File: src/verilog/aps_pkg.sv
package aps_pkg;
    // Clock and timing
    localparam int CLK_HZ = 50_000_000;
    localparam int START_MSG_MS = 2000;
    localparam int SHORT_DISP_MS = 2000;
    localparam int SINGLE_DISP_MS = 28000;
    localparam int MULTI_SHORT_MS = 5000;
    localparam int MULTI_LONG_MS = 28000;
    localparam int DEBOUNCE_MS = 20;
    localparam int MS_CYCLES = CLK_HZ / 1000;
    localparam int DEBOUNCE_CYC = DEBOUNCE_MS * MS_CYCLES;
    // Mode encodings
    localparam logic [1:0] MODE_SINGLE = 2'h0;
    localparam logic [1:0] MODE_ENDLESS = 2'h1;
    localparam logic [1:0] MODE_MULTI = 2'h2;
    localparam int MULTI_COUNT = 5;
    localparam int MULTI_FOUND_FACTOR = 2;
    typedef enum logic [2:0] {
        APS_BOOT = 3'b000,
        APS_MEAS = 3'b001,
        APS_WAIT = 3'b010,
        APS_DISP = 3'b011,
        APS_OFF = 3'b100
    } aps_state_e;
endpackage

File: src/verilog/aps_sequencer.sv
`timescale 1ns/100ps
// Function
// - Assert power hold as the first action after reset release.
// - Internal key pull-up kept off; board supplies external pull-up.
// - Key still pressed after measurement: drop hold after short display.
// - Start message shown, result presented about two seconds later.
// - Single mode: power off after result displayed the long period.
// - Key press during display aborts it and starts a new measurement.
// - Endless mode: repeat measurements forever, never drop power hold.
// - Multi mode: power off after N consecutive no-part results.
// - Multi mode: power off after 2N consecutive found-part results.
// - A found result clears the miss counter; a miss clears found.
// - Multi mode: short power-on press gives 5 s, held press 28 s.
// - Without shutdown circuit, last result stays until next key press.
module aps_sequencer
    import aps_pkg::*;
#(
    parameter logic [1:0] MODE = MODE_SINGLE,
    parameter int COUNT_N = MULTI_COUNT,
    parameter bit HAS_SHUTDOWN = 1'b1,
    parameter int MS_CYC = MS_CYCLES
) (
    input wire logic mclk,
    input wire logic nrst,
    input wire logic start_key_input_n,
    input wire logic meas_done,
    input wire logic meas_part_found,
    output logic power_hold_output,
    output logic key_pullup_en,
    output logic start_msg,
    output logic meas_start,
    output logic result_show,
    output logic [2:0] seq_state
);

    // ----------------------------------------------------------------
    // Reset synchroniser
    // ----------------------------------------------------------------
    logic rst_meta_ff;
    logic rst_sync_ff;
    always_ff @(posedge mclk or negedge nrst) begin
        if (!nrst) begin
            rst_meta_ff <= 1'b0;
            rst_sync_ff <= 1'b0;
        end else begin
            rst_meta_ff <= 1'b1;
            rst_sync_ff <= rst_meta_ff;
        end
    end
    wire rst_n = rst_sync_ff;

    // ----------------------------------------------------------------
    // Millisecond tick
    // ----------------------------------------------------------------
    logic [31:0] div_ff;
    wire ms_tick = (div_ff == 32'(MS_CYC - 1));
    always_ff @(posedge mclk or negedge rst_n) begin
        if (!rst_n) begin
            div_ff <= 32'h0;
        end else begin
            div_ff <= ms_tick ? 32'h0 : div_ff + 32'h1;
        end
    end

    // ----------------------------------------------------------------
    // Key debounce (key is active low; released reads high)
    // ----------------------------------------------------------------
    logic [15:0] deb_ff;
    logic key_ff;
    logic key_prev_ff;
    wire key_raw = ~start_key_input_n;
    wire deb_done = (deb_ff == 16'(DEBOUNCE_MS));
    always_ff @(posedge mclk or negedge rst_n) begin
        if (!rst_n) begin
            deb_ff <= 16'h0;
            key_ff <= 1'b0;
            key_prev_ff <= 1'b0;
        end else begin
            key_prev_ff <= key_ff;
            if (key_raw == key_ff) begin
                deb_ff <= 16'h0;
            end else if (ms_tick) begin
                deb_ff <= deb_done ? 16'h0 : deb_ff + 16'h1;
                if (deb_done) begin
                    key_ff <= key_raw;
                end
            end
        end
    end
    wire key_press = key_ff & ~key_prev_ff;

    // ----------------------------------------------------------------
    // Power-on press classification
    // ----------------------------------------------------------------
    // Held through the start message means the long display period
    logic long_disp_ff;
    logic first_ff;

    // ----------------------------------------------------------------
    // Sequencer
    // ----------------------------------------------------------------
    aps_state_e state_ff;
    aps_state_e nxt_state;
    logic [15:0] ms_cnt_ff;
    logic [7:0] miss_cnt_ff;
    logic [7:0] hit_cnt_ff;
    logic [7:0] nxt_miss;
    logic [7:0] nxt_hit;
    logic key_at_done_ff;

    wire auto_off = HAS_SHUTDOWN && (MODE != MODE_ENDLESS);
    wire [15:0] disp_ms =
        key_at_done_ff ? 16'(SHORT_DISP_MS) :
        (MODE == MODE_MULTI) ?
            (long_disp_ff ? 16'(MULTI_LONG_MS)
                          : 16'(MULTI_SHORT_MS)) :
        16'(SINGLE_DISP_MS);
    wire disp_over = ms_tick && (ms_cnt_ff >= disp_ms - 16'h1);
    wire msg_over = ms_tick && (ms_cnt_ff >= 16'(START_MSG_MS - 1));
    wire miss_lim = (nxt_miss >= 8'(COUNT_N));
    wire hit_lim =
        (nxt_hit >= 8'(COUNT_N * MULTI_FOUND_FACTOR));

    always_comb begin
        nxt_miss = miss_cnt_ff;
        nxt_hit = hit_cnt_ff;
        if (meas_done) begin
            if (meas_part_found) begin
                nxt_hit = hit_cnt_ff + 8'h1;
                nxt_miss = 8'h0;
            end else begin
                nxt_miss = miss_cnt_ff + 8'h1;
                nxt_hit = 8'h0;
            end
        end
    end

    always_comb begin
        nxt_state = state_ff;
        case (state_ff)
            APS_BOOT: begin
                nxt_state = APS_MEAS;
            end
            APS_MEAS: begin
                if (msg_over) begin
                    nxt_state = APS_WAIT;
                end
            end
            APS_WAIT: begin
                if (meas_done) begin
                    if (MODE == MODE_ENDLESS) begin
                        nxt_state = APS_MEAS;
                    end else if (MODE == MODE_MULTI && auto_off &&
                                 !key_ff && (miss_lim || hit_lim)) begin
                        nxt_state = APS_OFF;
                    end else begin
                        nxt_state = APS_DISP;
                    end
                end
            end
            APS_DISP: begin
                if (key_press) begin
                    nxt_state = APS_MEAS;
                end else if (!auto_off) begin
                    nxt_state = APS_DISP;
                end else if (disp_over) begin
                    nxt_state = (MODE == MODE_MULTI && !key_at_done_ff)
                                ? APS_MEAS : APS_OFF;
                end
            end
            APS_OFF: begin
                nxt_state = APS_OFF;
            end
            default: begin
                nxt_state = APS_OFF;
            end
        endcase
    end

    wire entering = (nxt_state != state_ff);

    always_ff @(posedge mclk or negedge rst_n) begin
        if (!rst_n) begin
            state_ff <= APS_BOOT;
            ms_cnt_ff <= 16'h0;
            miss_cnt_ff <= 8'h0;
            hit_cnt_ff <= 8'h0;
            key_at_done_ff <= 1'b0;
            long_disp_ff <= 1'b0;
            first_ff <= 1'b1;
        end else begin
            state_ff <= nxt_state;
            if (entering) begin
                ms_cnt_ff <= 16'h0;
            end else if (ms_tick && ms_cnt_ff != 16'hffff) begin
                ms_cnt_ff <= ms_cnt_ff + 16'h1;
            end
            miss_cnt_ff <= nxt_miss;
            hit_cnt_ff <= nxt_hit;
            if (state_ff == APS_WAIT && meas_done) begin
                key_at_done_ff <= key_ff && auto_off;
            end
            if (first_ff && state_ff == APS_MEAS && msg_over) begin
                long_disp_ff <= key_ff;
                first_ff <= 1'b0;
            end
        end
    end

    // ----------------------------------------------------------------
    // Registered outputs
    // ----------------------------------------------------------------
    always_ff @(posedge mclk or negedge rst_n) begin
        if (!rst_n) begin
            power_hold_output <= 1'b0;
            key_pullup_en <= 1'b0;
            start_msg <= 1'b0;
            meas_start <= 1'b0;
            result_show <= 1'b0;
            seq_state <= 3'h0;
        end else begin
            // Hold goes high first cycle out of reset, low only in off
            power_hold_output <= (nxt_state != APS_OFF);
            key_pullup_en <= 1'b0;
            start_msg <= (nxt_state == APS_MEAS);
            meas_start <= (state_ff == APS_MEAS) && msg_over;
            result_show <= (nxt_state == APS_DISP);
            seq_state <= 3'(nxt_state);
        end
    end

endmodule

File: config.mk
export PLATFORM = sky130hd
export DESIGN_NAME = aps_sequencer
export DESIGN_NICKNAME = d
export VERILOG_FILES = /design/src/verilog/aps_pkg.sv /design/src/verilog/aps_sequencer.sv
export SDC_FILE = /design/constraint.sdc
export NUM_CORES = 1
export LEC_CHECK = 0
export ABC_CLOCK_PERIOD_IN_PS = 2400
export BUFFER_PORTS_ARGS = -buffer_cell sky130_fd_sc_hd__buf_4
export CORE_UTILIZATION = 56
export DETAILED_ROUTE_END_ITERATION = 10
export PLACE_DENSITY = 0.85
export REMOVE_ABC_BUFFERS = 1
export SLEW_MARGIN = 10
export SYNTH_ARGS = -nofsm -noshare
export SYNTH_HDL_FRONTEND = slang
export SYNTH_SLANG_ARGS = --single-unit
File: constraint.sdc
create_clock -name mclk -period 2.4 [get_ports mclk]
set_input_delay 0.24 -clock mclk [delete_from_list [all_inputs] [get_ports mclk]]
set_output_delay 0.24 -clock mclk [all_outputs]
set_load 0.02 [all_outputs]
==> flow_metrics.tcl <==
set metrics [dict create \
    root_buffer "clkbuf_8" \
    clkLatencyLatePin_ps 360 \
    antenna_found_initial 0 \
    synthesis.area_um2 4120 \
    worst_pin_slew_ps 671 \
    place_ws_ps -236 \
    syn_to_final_growth_pct 18.5 \
    relSlewSlack_pct 54.6 \
    hold_class "in2reg" \
    synth_area_leaders "dfrtp_1 46%, xnor2_1 6.2%, nand3_1 4.3%" \
    grt_max_degree 75 \
    place.gp.congestion 0.834 \
    maxCapViolations 0 \
    power_frac_clock_pct 40.8 \
    drc 0 \
    place_inst 539 \
    reg2reg_from "key_at_done_ff" \
    crit_start "key_at_done_ff" \
    dieHeight_um 87.8 \
    critPathTopFamily "compound AO/OA/AOI/OAI gates" \
    wl_um 9050 \
    num_vias 3345 \
    slowest_delay_ps 450 \
    wl_per_cell_um 16.2 \
    instances_no_fill 560 \
    seq_area_frac_synth_pct 46.2 \
    start_kind "flip-flop" \
    grt_use_met1_pct 31.6 \
    initial_core_util_pct 59.3 \
    end_kind "flip-flop" \
    crit_top_cell "a2111oi_4" \
    p_leak_nw 2.19 \
    drt_iter0_markers 296 \
    rows 30 \
    layout-drive-gt1-share_pct 24.1 \
    power.internal_mw 1.70 \
    dr.pass1.iters 5 \
    cts_max_path_buffers 2 \
    numClockSinks 76 \
    netlist.top_cell.by_area "dfrtp_1" \
    ys.flop_type "dfrtp_1" \
    cp_num_cells 9 \
    n_antenna_cell 0 \
    status "finished, violations left" \
    core_um2 6940 \
    final_cell_mix "74 x dfrtp_1, 47 x buf_4, 35 x nand3_1" \
    routed_via_density 5.97 \
    place.port_buffers 10 \
    busiest_layer "met2" \
    fin_ws_ps -36.2 \
    dpl.hpwl_um 5860 \
    chipWidth_um 87.8 \
    grt_pass1_wl_um 15000 \
    track_usage_pct 25.0 \
    final_util_pct 70.3 \
    synthCells 409 \
    fmax_mhz 410 \
    power_switching_uw 579 \
    yosysUniqueCellTypes 61 \
    ys_ff_latch 76 \
    clkTransAtPathRegs_ps 80 \
    skew_ps 13.5 \
    ant_nets 0 \
    rsz0062_at_grt "true" \
    path_buf_inv 2 \
    required_ps 2650 \
    cts_tree "yes" \
    layout_min_cycle_time_ps 2440 \
    use_met3_pct 4.15 \
    use_met2_pct 43.6 \
    setup_viol 4 \
    io-pin-count 13 \
    register_area_um2 1900 \
    crit_slowest_cell "dfrtp_2" \
    ir_worst_vdd_mv 0.299 \
    drv_slew 0 \
    synth_edf_count 0 \
    path_cells "ha_1 > a21o_2 > a2111oi_4 > o211ai_4 > buf_4 > nand4_1 > nand3b_2 > buf_6 > a2111oi_4" \
    final_common_cell "dfrtp_1" \
    total_power_mw 2.28 \
    pwr-share-comb_pct 2.9 \
    num-fill-cells 492 \
    post-route-period-util_pct 102 \
    synthArstFlopShare_pct 100 \
    multiInputGateArea_um2 2150 \
    timing.rr.end "ms_cnt_ff[14]" \
    ys_warn_count 0 \
    cp_max_fo 4 \
    violations "negative setup slack" \
    holdWs_ps 95.0 \
    final_hold_viol_count 0 \
    critPathKind "reg2reg" \
    whs_path_depth 2 \
    arrival_ps 2690 \
    grt_pass1_vias 3305 \
    p_seq_share_pct 56.3 \
    power_density_nw_per_um2 468 \
    yosysTopAreaCellShare_pct 46.2 \
    r2r_cells 9 \
    syn_area_per_cell_um2 10.1 \
    cts_htree_levels 3 \
    cts_buffers 9 \
    fin_nets 474 \
    crit_path_end "ms_cnt_ff[14]" \
    die-area_um2 7700 \
    r2r_slack_ps -40 \
    swShare_pct 25.4 \
    grt.overflow.total 0 \
]
[routing by layer]
layer	wire (um)	vias up	part of all wire, %
met5	0	-	0
met4	197	0	2.2
met3	439	22	4.9
met2	4440	106	49
met1	3970	1655	44
li1	-	1562	-
[synthesized netlist by cell type (3+ instances only)]
| cell | instances |
|---|---|
| o21ai_0 | 26 |
| nor3_1 | 23 |
| and2_1 | 5 |
| nor3_2 | 10 |
| nand3_1 | 35 |
| a31oi_1 | 4 |
| nor4_1 | 9 |
| xnor2_1 | 29 |
| xor2_1 | 15 |
| a21oi_1 | 4 |
| buf_2 | 4 |
| ha_1 | 10 |
| nand2_1 | 27 |
| nor2_1 | 33 |
| and3_1 | 14 |
| clkbuf_1 | 6 |
| inv_1 | 12 |
| dfrtp_1 | 76 |
| nor2b_1 | 3 |
| o31ai_1 | 7 |
| nand4_1 | 10 |
[power groups by stage]
stage,Combinational (mW),Clock (mW),Sequential (mW)
floorplan,0.0135,0,1.33
global placement,0.0560,0,1.31
detailed placement,0.0585,0,1.31
CTS,0.0630,0.953,1.28
global route,0.0760,1.01,1.29
finish,0.0660,0.933,1.29
[per-stage QoR]
stage	setup TNS, ps	cell area [um2]
after floorplan	-5760	4010
after global routing	-1490	4880
after global placement	-2610	4520
after detailed placement	-4600	4520
final	-59.3	4880
after CTS	-36.7	4770
[how the worst min path moves through the flow]
stage	start	to	slack, ps
floorplan	nrst	rst_meta_ff	-60
global placement	nrst	rst_meta_ff	20
detailed placement	nrst	rst_meta_ff	20
CTS	start_key_input_n	key_ff	90
global route	start_key_input_n	key_ff	90
finish	start_key_input_n	key_ff	90
[worst register-to-register path: stages, from the launching register on]
cell       delay [ps]
dfrtp_2           450
ha_1              330
a21o_2            220
a2111oi_4         350
o211ai_4          150
buf_4             170
nand4_1           120
nand3b_2          130
buf_6             160
a2111oi_4         260
[cell families after synthesis]
kind of cell             count (synthesis)  share of synthesized area [%]
XOR/XNOR                                44                           9.36
AO/OA/AOI/OAI                           56                           10.6
multiplexers                             1                          0.243
AND/OR/NAND/NOR                        192                           26.7
other                                    2                          0.182
adder cells (fa/ha/maj)                 10                           3.04
flip-flops                              76                           46.2
buffers and inverters                   28                           3.68
[final cells by class]
cell class              count  share of cell area (%)
clock inverters             7                    1.28
flip-flops and latches     76                    39.0
repair buffers             55                    9.69
multi-input cells         305                    44.1
clock buffers               9                    2.54
well taps                  96                    2.46
inverters                  12                   0.923
[timing repair]
item                                   4_1_cts  5_1_grt
gates cloned                                 0        1
resized for setup                            3       13
setup endpoints to repair                   30       34
pin swaps                                    3        8
hold buffers                                 1        0
buffers inserted                             3        0
endpoints found under the hold margin        2        0
[registers in the layout, indices dropped and copies added (netlist names)]
register	count
meas_start	1
seq_state	3
div_ff	32
key_at_done_ff	1
rst_meta_ff	1
ms_cnt_ff	16
deb_ff	16
start_msg	1
power_hold_output	1
rst_n	1
key_prev_ff	1
result_show	1
key_ff	1
Power figures use the tool's default switching activity.
